[config.mk]
export PLATFORM = sky130hd
export DESIGN_NAME = irq_logic
export DESIGN_NICKNAME = d
export VERILOG_FILES = /design/src/irq_pkg.sv /design/src/irq_logic.sv
export VERILOG_INCLUDE_DIRS = /design/src
export SDC_FILE = /design/constraint.sdc
export NUM_CORES = 1
export LEC_CHECK = 0
export ABC_AREA = 1
export BUFFER_PORTS_ARGS = -buffer_cell sky130_fd_sc_hd__buf_4
export CORE_MARGIN = 4
export CORE_UTILIZATION = 52
export DETAILED_ROUTE_END_ITERATION = 10
export PLACE_DENSITY = 0.92
export SLEW_MARGIN = 5
export SYNTH_ARGS = -nofsm -noshare
export SYNTH_HDL_FRONTEND = slang
export SYNTH_SLANG_ARGS = --single-unit
[constraint.sdc]
create_clock -name CLK_SYS -period 1.8 [get_ports CLK_SYS]
set_input_delay 0 -clock CLK_SYS [delete_from_list [all_inputs] [get_ports CLK_SYS]]
set_output_delay 0 -clock CLK_SYS [all_outputs]
set_load 0.05 [all_outputs]
[src/irq_cfg.svh]
// Offsets, field positions, reset values and timing counts of the interrupt logic
`ifndef IRQ_CFG_SVH
`define IRQ_CFG_SVH
`define OFS_CONTROL     12'h000
`define OFS_FLAG_A      12'h004
`define OFS_FLAG_B      12'h008
`define OFS_ENABLE_A    12'h00C
`define OFS_ENABLE_B    12'h010
`define OFS_OPTION      12'h014
`define OFS_CORE        12'h018
`define OFS_STATUS      12'h01C
`define BIT_GIE         7
`define BIT_PERIPHERAL_IRQ_ENABLE        6
`define BIT_TZ_EN       5
`define BIT_EXT_EN      4
`define BIT_PC_EN       3
`define BIT_TZ_FLAG     2
`define BIT_EXT_FLAG    1
`define BIT_PC_FLAG     0
`define BIT_EDGE_SEL    6
`define RST_CONTROL     8'h00
`define RST_OPTION      8'hFF
`define RST_PERIPH      8'h00
`define IRQ_VECTOR      13'h0004
`define CLK_HZ          100000000
`define INSTR_HZ        25000000
`define INSTR_DIV       (`CLK_HZ / `INSTR_HZ)
`define LAT_CYC         3
`endif

[src/irq_pkg.sv]
// Types shared by the interrupt logic
package irq_pkg;
	typedef enum logic [1:0] {
		ST_RUN   = 2'b00,
		ST_SYNC  = 2'b01,
		ST_VEC   = 2'b11,
		ST_SLEEP = 2'b10
	} core_state_t;
	typedef struct packed {
		logic        take;
		logic [12:0] vector;
		logic        wake;
	} core_req_t;
endpackage : irq_pkg
[src/irq_logic.sv]
// Interrupt controller of an 8-bit microcontroller with an AXI4-Lite register slave
`timescale 1ns/1ps
`include "irq_cfg.svh"
module irq_logic
	import irq_pkg::*;
(
	input  wire logic        CLK_SYS,
	input  wire logic        RSTN,
	input  wire logic        EXT_IRQ_PIN,
	input  wire logic [3:0]  PORT_B_HIGH,
	input  wire logic        TIMER_ZERO_ROLL,
	input  wire logic [7:0]  PERIPH_EVT_A,
	input  wire logic [7:0]  PERIPH_EVT_B,
	input  wire logic        RETURN_FROM_IRQ,
	input  wire logic        SLEEP_ENTER,
	input  wire logic        AWVALID,
	output logic             AWREADY,
	input  wire logic [11:0] AWADDR,
	input  wire logic        WVALID,
	output logic             WREADY,
	input  wire logic [31:0] WDATA,
	input  wire logic [3:0]  WSTRB,
	output logic             BVALID,
	input  wire logic        BREADY,
	output logic [1:0]       BRESP,
	input  wire logic        ARVALID,
	output logic             ARREADY,
	input  wire logic [11:0] ARADDR,
	output logic             RVALID,
	input  wire logic        RREADY,
	output logic [31:0]      RDATA,
	output logic [1:0]       RRESP,
	output logic             IRQ_TAKE,
	output logic [12:0]      IRQ_VECTOR,
	output logic             WAKE,
	output logic             ASLEEP
);
	logic [7:0]  control_reg, flag_a_reg, flag_b_reg, en_a_reg, en_b_reg, option_reg;
	logic [7:0]  control_next, flag_a_next, flag_b_next;
	logic        pin_reg;
	logic        primed_reg;
	logic [3:0]  port_b_pins_reg;
	logic [1:0]  div_reg;
	logic [1:0]  lat_reg;
	core_state_t state_reg;
	core_req_t   req_reg;
	logic        aw_got, w_got;
	logic [11:0] aw_addr_reg;
	logic [31:0] w_data_reg;
	logic        w_lane0;
	logic        instr_tick;
	assign instr_tick = (div_reg == 2'(`INSTR_DIV - 1));

	// Edge of the pin in the polarity chosen by software
	wire rise_edge    = EXT_IRQ_PIN & ~pin_reg;
	wire fall_edge    = ~EXT_IRQ_PIN & pin_reg;
	// History registers hold reset values in the first cycle, so no edge is trusted then
	wire ext_event    = primed_reg & (option_reg[`BIT_EDGE_SEL] ? rise_edge : fall_edge);
	wire pc_event     = primed_reg & |(PORT_B_HIGH ^ port_b_pins_reg);

	// Write decode; a write lands when both address and data are held
	wire wr_fire      = aw_got & w_got & ~BVALID;
	wire wr_ctl       = wr_fire & w_lane0 & (aw_addr_reg == `OFS_CONTROL);
	wire wr_fa        = wr_fire & w_lane0 & (aw_addr_reg == `OFS_FLAG_A);
	wire wr_fb        = wr_fire & w_lane0 & (aw_addr_reg == `OFS_FLAG_B);
	wire wr_ea        = wr_fire & w_lane0 & (aw_addr_reg == `OFS_ENABLE_A);
	wire wr_eb        = wr_fire & w_lane0 & (aw_addr_reg == `OFS_ENABLE_B);
	wire wr_opt       = wr_fire & w_lane0 & (aw_addr_reg == `OFS_OPTION);
	wire wr_mapped    = (aw_addr_reg[11:5] == 7'h00) & (aw_addr_reg[4:2] != 3'h7) & (aw_addr_reg[4:2] != 3'h6);
	assign w_lane0    = WSTRB[0];

	// Per-source pending terms; peripheral group gated by its own enable for takes, ungated in raw_wake
	wire periph_pend  = |(flag_a_reg & en_a_reg) | |(flag_b_reg & en_b_reg);
	wire ctl_pend     = (control_reg[`BIT_EXT_FLAG] & control_reg[`BIT_EXT_EN])
	                  | (control_reg[`BIT_TZ_FLAG] & control_reg[`BIT_TZ_EN])
	                  | (control_reg[`BIT_PC_FLAG] & control_reg[`BIT_PC_EN]);
	wire any_pend     = ctl_pend | (periph_pend & control_reg[`BIT_PERIPHERAL_IRQ_ENABLE]);
	wire raw_wake     = ctl_pend | periph_pend;
	wire take_now     = (state_reg == ST_VEC) & instr_tick & control_reg[`BIT_GIE];

	// Flag update: software write first, hardware events then override
	always_comb begin
		control_next = control_reg;
		flag_a_next  = flag_a_reg;
		flag_b_next  = flag_b_reg;
		if (wr_ctl)
			control_next = w_data_reg[7:0];
		if (wr_fa)
			flag_a_next = w_data_reg[7:0];
		if (wr_fb)
			flag_b_next = w_data_reg[7:0];
		if (RETURN_FROM_IRQ)
			control_next[`BIT_GIE] = 1'b1;
		if (take_now)
			control_next[`BIT_GIE] = 1'b0;
		if (ext_event)
			control_next[`BIT_EXT_FLAG] = 1'b1;
		if (TIMER_ZERO_ROLL)
			control_next[`BIT_TZ_FLAG] = 1'b1;
		if (pc_event)
			control_next[`BIT_PC_FLAG] = 1'b1;
		flag_a_next = flag_a_next | PERIPH_EVT_A;
		flag_b_next = flag_b_next | PERIPH_EVT_B;
	end

	always_ff @(posedge CLK_SYS or negedge RSTN) begin
		if (!RSTN) begin
			control_reg <= `RST_CONTROL;
			flag_a_reg  <= `RST_PERIPH;
			flag_b_reg  <= `RST_PERIPH;
			en_a_reg    <= `RST_PERIPH;
			en_b_reg    <= `RST_PERIPH;
			option_reg  <= `RST_OPTION;
			pin_reg     <= 1'b0;
			port_b_pins_reg   <= 4'h0;
			div_reg     <= 2'h0;
			primed_reg  <= 1'b0;
		end else begin
			control_reg <= control_next;
			flag_a_reg  <= flag_a_next;
			flag_b_reg  <= flag_b_next;
			pin_reg     <= EXT_IRQ_PIN;
			port_b_pins_reg   <= PORT_B_HIGH;
			div_reg     <= instr_tick ? 2'h0 : div_reg + 2'h1;
			primed_reg  <= 1'b1;
			if (wr_ea)
				en_a_reg <= w_data_reg[7:0];
			if (wr_eb)
				en_b_reg <= w_data_reg[7:0];
			if (wr_opt)
				option_reg <= w_data_reg[7:0];
		end
	end

	// Core sequencer: pending seen, fixed wait in instruction cycles, then vector
	always_ff @(posedge CLK_SYS or negedge RSTN) begin
		if (!RSTN) begin
			state_reg <= ST_RUN;
			lat_reg   <= 2'h0;
			req_reg   <= '0;
		end else begin
			req_reg.take   <= take_now;
			req_reg.vector <= `IRQ_VECTOR;
			req_reg.wake   <= 1'b0;
			case (state_reg)
				ST_RUN: begin
					if (SLEEP_ENTER && !(raw_wake && !control_reg[`BIT_GIE]))
						state_reg <= ST_SLEEP;
					else if (any_pend && control_reg[`BIT_GIE] && instr_tick) begin
						state_reg <= ST_SYNC;
						lat_reg   <= 2'h0;
					end
				end
				ST_SYNC: begin
					if (!control_reg[`BIT_GIE] || !any_pend)
						state_reg <= ST_RUN;
					else if (instr_tick) begin
						lat_reg <= lat_reg + 2'h1;
						if (lat_reg == 2'(`LAT_CYC - 2))
							state_reg <= ST_VEC;
					end
				end
				ST_VEC: begin
					if (instr_tick)
						state_reg <= ST_RUN;
				end
				ST_SLEEP: begin
					if (raw_wake) begin
						req_reg.wake <= 1'b1;
						state_reg    <= (control_reg[`BIT_GIE] && any_pend) ? ST_SYNC : ST_RUN;
						lat_reg      <= 2'h0;
					end
				end
				default: state_reg <= ST_RUN;
			endcase
		end
	end

	// AXI4-Lite slave, one write and one read at a time
	wire [11:0] rd_addr = ARADDR;
	wire        rd_map  = (rd_addr[11:5] == 7'h00);
	wire [7:0]  rd_byte = (rd_addr == `OFS_CONTROL)  ? control_reg :
	                      (rd_addr == `OFS_FLAG_A)   ? flag_a_reg :
	                      (rd_addr == `OFS_FLAG_B)   ? flag_b_reg :
	                      (rd_addr == `OFS_ENABLE_A) ? en_a_reg :
	                      (rd_addr == `OFS_ENABLE_B) ? en_b_reg :
	                      (rd_addr == `OFS_OPTION)   ? option_reg :
	                      (rd_addr == `OFS_CORE)     ? {6'h00, state_reg} : 8'h00;
	wire        rd_ok   = rd_map & (rd_addr[1:0] == 2'h0) & (rd_addr[4:2] != 3'h7);

	always_ff @(posedge CLK_SYS or negedge RSTN) begin
		if (!RSTN) begin
			aw_got      <= 1'b0;
			w_got       <= 1'b0;
			aw_addr_reg <= 12'h000;
			w_data_reg  <= 32'h0000_0000;
			AWREADY     <= 1'b0;
			WREADY      <= 1'b0;
			BVALID      <= 1'b0;
			BRESP       <= 2'h0;
		end else begin
			AWREADY <= ~aw_got & ~AWREADY & AWVALID;
			WREADY  <= ~w_got & ~WREADY & WVALID;
			if (AWVALID && AWREADY) begin
				aw_got      <= 1'b1;
				aw_addr_reg <= AWADDR;
			end
			if (WVALID && WREADY) begin
				w_got      <= 1'b1;
				w_data_reg <= WDATA;
			end
			if (wr_fire) begin
				BVALID <= 1'b1;
				BRESP  <= (wr_mapped && aw_addr_reg[1:0] == 2'h0) ? 2'h0 : 2'h2;
			end else if (BVALID && BREADY) begin
				BVALID <= 1'b0;
				aw_got <= 1'b0;
				w_got  <= 1'b0;
			end
		end
	end

	always_ff @(posedge CLK_SYS or negedge RSTN) begin
		if (!RSTN) begin
			ARREADY <= 1'b0;
			RVALID  <= 1'b0;
			RDATA   <= 32'h0000_0000;
			RRESP   <= 2'h0;
		end else begin
			ARREADY <= ARVALID & ~ARREADY & ~RVALID;
			if (ARVALID && ARREADY) begin
				RVALID <= 1'b1;
				RDATA  <= {24'h000000, rd_byte};
				RRESP  <= rd_ok ? 2'h0 : 2'h2;
			end else if (RVALID && RREADY)
				RVALID <= 1'b0;
		end
	end

	always_ff @(posedge CLK_SYS or negedge RSTN) begin
		if (!RSTN) begin
			IRQ_TAKE   <= 1'b0;
			IRQ_VECTOR <= 13'h0000;
			WAKE       <= 1'b0;
			ASLEEP     <= 1'b0;
		end else begin
			IRQ_TAKE   <= req_reg.take;
			IRQ_VECTOR <= req_reg.vector;
			WAKE       <= req_reg.wake;
			ASLEEP     <= (state_reg == ST_SLEEP);
		end
	end

	a_gie_reset_clear: assert property (@(posedge CLK_SYS)
		$rose(RSTN) |-> !control_reg[`BIT_GIE])
		else $error("global enable not clear after reset");
	a_no_false_edge: assert property (@(posedge CLK_SYS)
		$rose(RSTN) |=> !control_reg[`BIT_EXT_FLAG] && !control_reg[`BIT_PC_FLAG])
		else $error("false edge flag after reset");
	a_take_clears_gie: assert property (@(posedge CLK_SYS) disable iff (!RSTN)
		take_now && !RETURN_FROM_IRQ |=> !control_reg[`BIT_GIE])
		else $error("take did not clear global enable");
	a_take_needs_gie: assert property (@(posedge CLK_SYS) disable iff (!RSTN)
		!control_reg[`BIT_GIE] |-> ##2 !IRQ_TAKE)
		else $error("take without global enable");
	a_pending_starts: assert property (@(posedge CLK_SYS) disable iff (!RSTN)
		state_reg == ST_RUN && any_pend && control_reg[`BIT_GIE] && instr_tick && !SLEEP_ENTER |=> state_reg == ST_SYNC)
		else $error("pending interrupt not started");
	a_vector_fixed: assert property (@(posedge CLK_SYS) disable iff (!RSTN)
		take_now |=> ##1 IRQ_TAKE && IRQ_VECTOR == `IRQ_VECTOR)
		else $error("wrong vector");
	a_return_sets_gie: assert property (@(posedge CLK_SYS) disable iff (!RSTN)
		RETURN_FROM_IRQ && !take_now |=> control_reg[`BIT_GIE])
		else $error("return did not set global enable");
	a_ext_flag_set: assert property (@(posedge CLK_SYS) disable iff (!RSTN)
		ext_event |=> control_reg[`BIT_EXT_FLAG])
		else $error("edge flag lost");
	a_timer_flag_set: assert property (@(posedge CLK_SYS) disable iff (!RSTN)
		TIMER_ZERO_ROLL |=> control_reg[`BIT_TZ_FLAG])
		else $error("timer flag lost");
	a_periph_flag_set: assert property (@(posedge CLK_SYS) disable iff (!RSTN)
		PERIPH_EVT_A != 8'h00 |=> (flag_a_reg & $past(PERIPH_EVT_A)) == $past(PERIPH_EVT_A))
		else $error("peripheral flag lost");
	a_latency_bound: assert property (@(posedge CLK_SYS) disable iff (!RSTN)
		state_reg == ST_RUN ##1 state_reg == ST_SYNC |-> ##[4:16] state_reg != ST_SYNC)
		else $error("latency out of range");
endmodule : irq_logic

After elaboration in Yosys (flattened, before gate mapping). Index checks and enable logic that the tools add are counted.

Logic and storage cells: 191. Register bits: 105.

Reductions and logical operators: 33. Add/subtract/negate cells: 2. Eq/ne operators: 28. Bitwise logic cells: 48. Mux-type cells: 46.

Operators with widths (number): two-way mux 8 bit (9); == test 12 x 5 -> 1 bit (second input constant) (5); == test 12 x 4 -> 1 bit (second input constant) (4); two-way mux 2 bit (16); AND 1 bit (29); == test 12 x 3 -> 1 bit (second input constant) (2); logical NOT 12 bit (2); two-way mux 1 bit (19); != test 3 bit (second input constant) (6); AND 8 bit (2); bitwise OR 8 bit (2); OR reduction 8 bit (2); logical NOT 7 bit (2); != test 2 bit (second input constant) (6); logical AND 1 bit (10); nonzero test 2 bit (5); inverter 1 bit (9); one-hot mux 2 bit (4 select lines) (1); == test 2 bit (second input constant) (3); logical NOT 2 bit (3); one-hot mux 2 bit (3 select lines) (1); AND reduction 6 bit (1); nonzero test 3 bit (2); bitwise OR 1 bit (5); 7 further kinds (11).

Depth between registers and ports, before layout. Gate-level depths: netlist (run 1).

Depth after elaboration: 10. Mapped depth: 13. Gate-level depth less buffers: 13.

Least setup slack after synthesis (run 1). OpenSTA, ideal clock, no wires.

Path kind: register to register. Start point: reg BVALID. End point: reg en_b_reg[6]. Buffers on the path: 1. Stages on the path, launching flop included: 10. Path slack: 0.149 ns. Arrival time: 1.528 ns. Library setup time: 0.123 ns. Cells stage by stage: dfrtp_1 -> inv_1 -> nand3_1 -> inv_2 -> nand2_1 -> nor2_4 -> nand3_2 -> buf_2 -> nand2_1 -> o21ai_1.

Cells in the longest elaborated chain, start to end: 4.

Ends and longest elaborated chain: start: declaration (RTL line irq_logic.sv:23) `output logic BVALID,`; start signal: assignment (RTL line irq_logic.sv:199) `BVALID <= 1'b0;`; start signal: assignment (RTL line irq_logic.sv:213) `BVALID <= 1'b1;`; start signal: assignment (RTL line irq_logic.sv:216) `BVALID <= 1'b0;`; inverter 1 bit (RTL line irq_logic.sv:62) `wire wr_fire = aw_got & w_got & ~BVALID;`; AND 1 bit (RTL line irq_logic.sv:62); AND 1 bit (2 in a row) (RTL line irq_logic.sv:67) `` wire wr_eb = wr_fire & w_lane0 & (aw_addr_reg == `OFS_ENABLE_B); ``; end signal: assignment (RTL line irq_logic.sv:112) `` en_b_reg <= `RST_PERIPH; ``; end signal: assignment (RTL line irq_logic.sv:129) `en_b_reg <= w_data_reg[7:0];`; end: declaration (RTL line irq_logic.sv:38) `logic [7:0] control_reg, flag_a_reg, flag_b_reg, en_a_reg, en_b_reg, option_reg;`.

No other way between the ends. A chain may end at the register's enable or synchronous reset.

Worst setup path after layout (run 1).
Start point: reg aw_addr_reg[1]. End point: reg control_reg[7].

Cells in the longest elaborated chain, start to end: 3.

Ends and longest elaborated chain: start: declaration (RTL line irq_logic.sv:48) `logic [11:0] aw_addr_reg;`; start signal: assignment (RTL line irq_logic.sv:195) `aw_addr_reg <= 12'h000;`; start signal: assignment (RTL line irq_logic.sv:206) `aw_addr_reg <= AWADDR;`; logical NOT 12 bit (no line); AND 1 bit (RTL line irq_logic.sv:63) `` wire wr_ctl = wr_fire & w_lane0 & (aw_addr_reg == `OFS_CONTROL); ``; nonzero test 3 bit (no line); end signal: assignment (RTL line irq_logic.sv:108) `` control_reg <= `RST_CONTROL; ``; end signal: assignment (RTL line irq_logic.sv:119) `control_reg <= control_next;`; end: declaration (RTL line irq_logic.sv:38).

No other way between the ends.

==> flow_summary.json, run 1 <==
{
  "rsz0062_at_grt": "yes",
  "final_util_pct": 67.3,
  "worstHoldEndpoint": "RRESP[1]",
  "syn_area_per_cell_um2": 8.27,
  "critical_path_class": "flip-flop to flip-flop",
  "power.total_mw": 6.58,
  "hold_violations": 0,
  "p_switching_mw": 2.60,
  "wire_per_inst_um": 13.9,
  "drt_wl_total_um": 12600,
  "grt_max_degree": 44,
  "pwr-share-comb_pct": 30.9,
  "vias_per_cell": 5.00,
  "drive_above_1_share_pct": 20.5,
  "die_x_um": 108,
  "hp-class": "input port to flip-flop",
  "pwr-share-seq_pct": 45.6,
  "reg2reg_slack_ns": 0.1,
  "dpl.hpwl_um": 8670,
  "clock_path_buffers": 2,
  "root_buffer": "clkbuf_8",
  "synth_cell_types": 39,
  "fin_skew_ns": 0.0178,
  "num_vias": 4535,
  "tightest_slew_ns": 0.567,
  "post-route-min-period_ns": 1.70,
  "place_congestion": 0.970,
  "pwr-share-clk_pct": 23.5,
  "fmax_mhz": 587,
  "report.final.slew_viol_count": 0,
  "min_from": "ARADDR[1]",
  "leakage_nw": 3.27,
  "outcome": "completed",
  "hold_depth": 3,
  "grtUsageTotal_pct": 22.4,
  "pin_count": 148,
  "clkSlewWorstSetupHoldPaths_ns": 0.11,
  "powerDensity_mw_per_mm2": 1000,
  "fin_crit_sh_pct": 94.6,
  "start_util_pct": 53.5,
  "rr_startpoint": "aw_addr_reg[1]",
  "synthCells": 632,
  "grt_pass1_wl_um": 20500,
  "p_int_mw": 3.98,
  "swShare_pct": 39.6,
  "dieArea_mm2": 0.0117,
  "io_buffers": 82,
  "grt_pass1_vias": 4343,
  "overflow": 0,
  "clock_latency_ns": 0.38,
  "drv_cap": 0,
  "critPathLaunchType": "flip-flop",
  "htree_levels": 3,
  "cts.sinks": 103,
  "layout.nets": 862,
  "tritoncts": "built",
  "antenna_found_initial": 0,
  "critPathRequiredTime_ns": 2.05,
  "irDropWorstVdd_mv": 0.723,
  "cts_setup_buffers": 0,
  "cts_made_buffers": 9,
  "die_y_um": 108,
  "setup_violations": 0,
  "syn-cell-area_mm2": 0.00523,
  "path_max_fanout": 15,
  "final_antenna_net_count": 0,
  "relSlewSlack_pct": 62.2,
  "cp_data_arrival_time_ns": 1.95,
  "largest_reg_flops": 12,
  "whs_ns": 0.00621,
  "dr.pass1.iters": 7,
  "first_iter_violations": 290,
  "core-area_mm2": 0.00977,
  "end_kind": "flip-flop",
  "ys_seq_area_share_pct": 49.5,
  "r2r-end": "control_reg[7]",
  "syn_to_final_growth_pct": 25.9,
  "route.detailed.drc": 0,
  "rows": 36,
  "synth_warnings": 0,
  "r2r_cells": 6,
  "antennaDiodeCount": 0,
  "synth_seq_cells": 103
}
## cells in the final DEF (no fill, tap or decap), drive strengths merged, types with 12 or more instances in the layout
cell	n
nand3	32
buf	85
nand2	216
dlygate4sd3	52
o21ai	60
conb	39
dfrtp	95
a21oi	21
nor2	51
nand4	12
inv	59
## stage by stage
stage / setup TNS, ns / instance area, um2 / instances / worst slack (ns)
final: 0 / 6580 / 907 / 0.0969
after floorplan: 0 / 5370 / 669 / 0.149
after detailed placement: 0 / 5850 / 839 / 0.178
after global routing: -0.176 / 6580 / 907 / -0.0412
after global placement: 0 / 5850 / 839 / 0.238
after CTS: 0 / 6580 / 907 / 0.132
## final cells by class
cell class | instances | area (um2)
Clock buffer | 9 | 124
Clock inverter | 7 | 88.8
Fill cell | 770 | 3190
Inverter | 58 | 218
Multi-Input combinational cell | 460 | 2210
Sequential cell | 103 | 2590
Tap cell | 133 | 166
Timing Repair Buffer | 137 | 1180
## what timing repair did
item / in CTS / in global routing
resized for setup: 0 / 1
endpoints found under the setup margin: 0 / 8
hold buffers: 52 / 0
hold endpoints to repair: 92 / 0
## worst max-delay path, cell delays in order (launching register included)
cell	delay, ns
dfrtp_1	0.41
nor2_1	0.10
inv_1	0.15
nor3_2	0.27
nand3_2	0.33
a21oi_1	0.24
a21oi_1	0.08
## cell families (layout without fill, tap and decap cells)
kind of cell,Yosys count,in the layout,share of synthesized area (%)
adders and majority gates,2,2,0.479
DFF,103,103,49.5
AOI/OAI and AO/OA,88,88,8.81
other,2,39,0.144
and+or+nand+nor,329,329,29.9
xor gates and xnor gates,2,2,0.335
buffers and inverters,106,211,10.9
## routing by layer
layer | vias to the layer above | global-route usage (%) | routed length (um)
met1 | 2092 | 29.8 | 5290
met3 | 32 | 4.54 | 984
li1 | 2220 | - | -
met2 | 191 | 36.9 | 6020
met4 | 0 | 7.21 | 276
met5 | - | 0 | 0
## Yosys cell counts
cell type	number	area [um2]
o21bai_1	1	7.51
nor4_2	1	12.5
or2_2	1	6.26
nand4_2	1	12.5
and3_1	1	6.26
and2_1	1	6.26
a41oi_1	2	17.5
a21oi_1	21	105
nor3b_1	2	15.0
o31ai_1	1	7.51
clkbuf_1	3	11.3
dfstp_2	8	210
nor2_2	5	31.3
ha_1	2	25.0
o211ai_1	3	22.5
conb_1	2	7.51
nand2_2	6	37.5
o21ai_1	26	130
buf_2	4	20.0
nor3_2	5	50.1
nand2_1	210	788
nor2_4	4	45.0
buf_6	3	33.8
clkinv_1	2	7.51
inv_2	11	41.3
dfrtp_1	95	2380
nand4_1	9	56.3
inv_1	45	169
nand3_4	1	17.5
nor2_1	42	158
nand3b_1	1	7.51
nand3_1	23	115
nor3_1	2	10.0
xor2_1	2	17.5
buf_4	38	285
nand3_2	8	80.1
o21ai_0	34	170
nand4_4	2	42.5
nor3_4	4	65.1
## how the worst max path moves through the flow
stage / slack, ns / start / to / depth (start not counted)
6_report: 0.1 / aw_addr_reg[1] / control_reg[7] / 6
5_1_grt: -0.04 / BVALID / en_b_reg[3] / 8
4_1_cts: 0.13 / aw_addr_reg[1] / control_reg[2] / 6
3_5_place_dp: 0.18 / BVALID / en_b_reg[2] / 8
3_3_place_gp: 0.24 / BVALID / control_reg[7] / 8
2_1_floorplan: 0.15 / BVALID / en_b_reg[6] / 9
## power groups by stage
stage	Sequential [mW]	Clock, mW	Combinational [mW]
2_1_floorplan	3.13	0	1.31
3_3_place_gp	3.01	0	1.85
3_5_place_dp	3.03	0	1.92
4_1_cts	2.99	1.56	2.02
5_1_grt	3.04	1.67	2.25
6_report	3.00	1.55	2.04
Power figures use the tool's default switching activity.
==> run 2, diff against run 1 <==
--- a/config.mk
+++ b/config.mk
@@ -8,8 +8,10 @@
 export LEC_CHECK = 0
 export ABC_AREA = 1
 export BUFFER_PORTS_ARGS = -buffer_cell sky130_fd_sc_hd__buf_4
-export CORE_MARGIN = 4
-export CORE_UTILIZATION = 52
+export CELL_PAD_IN_SITES_DETAIL_PLACEMENT = 0
+export CELL_PAD_IN_SITES_GLOBAL_PLACEMENT = 1
+export CORE_MARGIN = 5
+export CORE_UTILIZATION = 38
 export DETAILED_ROUTE_END_ITERATION = 10
 export PLACE_DENSITY = 0.92
 export SLEW_MARGIN = 5
==> flow_summary.json, run 2 (synthesis results as in run 1) <==
{
  "outcome": "completed",
  "critPathLaunchType": "input port",
  "dieArea_mm2": 0.0162,
  "powerDensity_mw_per_mm2": 1040,
  "drt_wl_total_um": 12700,
  "die_y_um": 127,
  "dr.pass1.iters": 4,
  "clock_path_buffers": 2,
  "route.detailed.drc": 0,
  "relSlewSlack_pct": 63.2,
  "report.final.slew_viol_count": 0,
  "end_kind": "flip-flop",
  "antenna_found_initial": 0,
  "layout.nets": 865,
  "hold_violations": 0,
  "grt_pass1_vias": 4107,
  "fmax_mhz": 600,
  "power.total_mw": 7.02,
  "syn_to_final_growth_pct": 28.9,
  "grt_pass1_wl_um": 20900,
  "htree_levels": 3,
  "wire_per_inst_um": 13.4,
  "antennaDiodeCount": 0,
  "busiest_layer": "met1",
  "overflow": 0,
  "fin_crit_sh_pct": 92.6,
  "hold_depth": 3,
  "critPathRequiredTime_ns": 2.10,
  "tritoncts": "built",
  "largest_reg_flops": 12,
  "cp_data_arrival_time_ns": 1.96,
  "final_util_pct": 50.5,
  "place_congestion": 0.845,
  "grtUsageTotal_pct": 16.3,
  "clock_latency_ns": 0.36,
  "final_antenna_net_count": 0,
  "drive_above_1_share_pct": 21.4,
  "fin_skew_ns": 0.0141,
  "dpl-instance-area_mm2": 0.00593,
  "pin_count": 148,
  "use_met3_pct": 3.38,
  "rsz0062_at_grt": "no",
  "grt_max_degree": 46,
  "critical_path_class": "input port to flip-flop",
  "vias_per_cell": 4.59,
  "tightest_slew_ns": 0.550,
  "irDropWorstVdd_mv": 0.710,
  "core-area_mm2": 0.0133,
  "first_iter_violations": 287,
  "final_common_cell": "nand2_1",
  "leakage_nw": 3.33,
  "drv_cap": 0,
  "design_area_mm2": 0.00674,
  "setup_violations": 0,
  "post-route-min-period_ns": 1.67,
  "final_cell_mix": "nand2_1, dfrtp_1, buf_4, dlygate4sd3_1, inv_1",
  "cts_made_buffers": 9,
  "hp-class": "input port to flip-flop",
  "num_vias": 4371,
  "root_buffer": "clkbuf_16",
  "start_util_pct": 39.2,
  "grt_util_met2_pct": 23.5,
  "grt_use_met1_pct": 24.3,
  "clkSlewWorstSetupHoldPaths_ns": 0.08,
  "path_max_fanout": 6,
  "rows": 42,
  "r2r_cells": 8,
  "io_buffers": 82,
  "cts.sinks": 103,
  "tns_ns": 0,
  "die_x_um": 127,
  "dpl.hpwl_um": 9430
}
## run 2: cell types whose count changed in the layout (fill, tap and decap cells not counted), sizes merged
cell	previous run	this run
inv	59	62
bufinv	1	0
dlygate4sd3	52	50
clkinv	4	3
buf	85	90
clkinvlp	1	0
## run 2: power breakdown
group | total, mW | switching [mW] | internal [mW] | leakage (nW)
sequential | 2.99 | 0.299 | 2.69 | 1.23
clock | 2.01 | 1.01 | 1.01 | 0.153
combinational | 2.01 | 1.40 | 0.607 | 1.94
## run 2: metal layers
layer,wire length (um),vias to the layer above
met5,0,-
li1,-,2235
met2,5600,139
met3,964,16
met4,215,0
met1,5960,1981
## run 2: final timing paths
| path | startpoint | endpoint | slack [ns] |
|---|---|---|---|
| setup reg to reg | BVALID | control_reg[7] | 0.17 |
| hold / removal | ARADDR[1] | RRESP[1] | 0.02 |
| setup / recovery | ARADDR[4] | RDATA[6] | 0.13 |
| max in group asynchronous | RSTN | option_reg[1] | 1.04 |
| min in group asynchronous | RSTN | WAKE | 0.12 |
| hold reg to reg | req_reg[14] | IRQ_TAKE | 0.35 |
## run 2: stage by stage
step	hold slack [ns]	cells	setup WS, ns
after floorplan	-0.296	669	0.149
after detailed placement	-0.0245	887	0.154
after global placement	-0.0324	887	0.178
after global routing	0.0329	953	0.0103
final	0.0184	953	0.133
after CTS	0.0107	953	0.137
## run 2: cell type report
| type | count | area, um2 |
|---|---|---|
| fillers | 1318 | 6610 |
| flip-flops and latches | 103 | 2590 |
| multi-input cells | 460 | 2220 |
| repair buffers | 140 | 1190 |
| clock buffers | 9 | 225 |
| well taps | 176 | 220 |
| inverters | 58 | 218 |
| clock inverters | 7 | 81.3 |
## run 2: critical path: stages
cell and delay, ns:
dlygate4sd3_1 0.53, buf_4 0.11, inv_2 0.05, nor2_2 0.08
nand3_2 0.13, nor2_4 0.15, and2_1 0.45, nand2_2 0.09
nand3_2 0.07, nor2_1 0.04, nand3_1 0.13, nand2_1 0.07
nand2_1 0.06
## run 2: what timing repair did
item                                   in CTS  in global routing
gates resized for setup                     0                  3
setup endpoints to repair                   0                  4
buffers inserted                            0                  0
endpoints found under the hold margin     133                  0
hold buffers                               50                  0
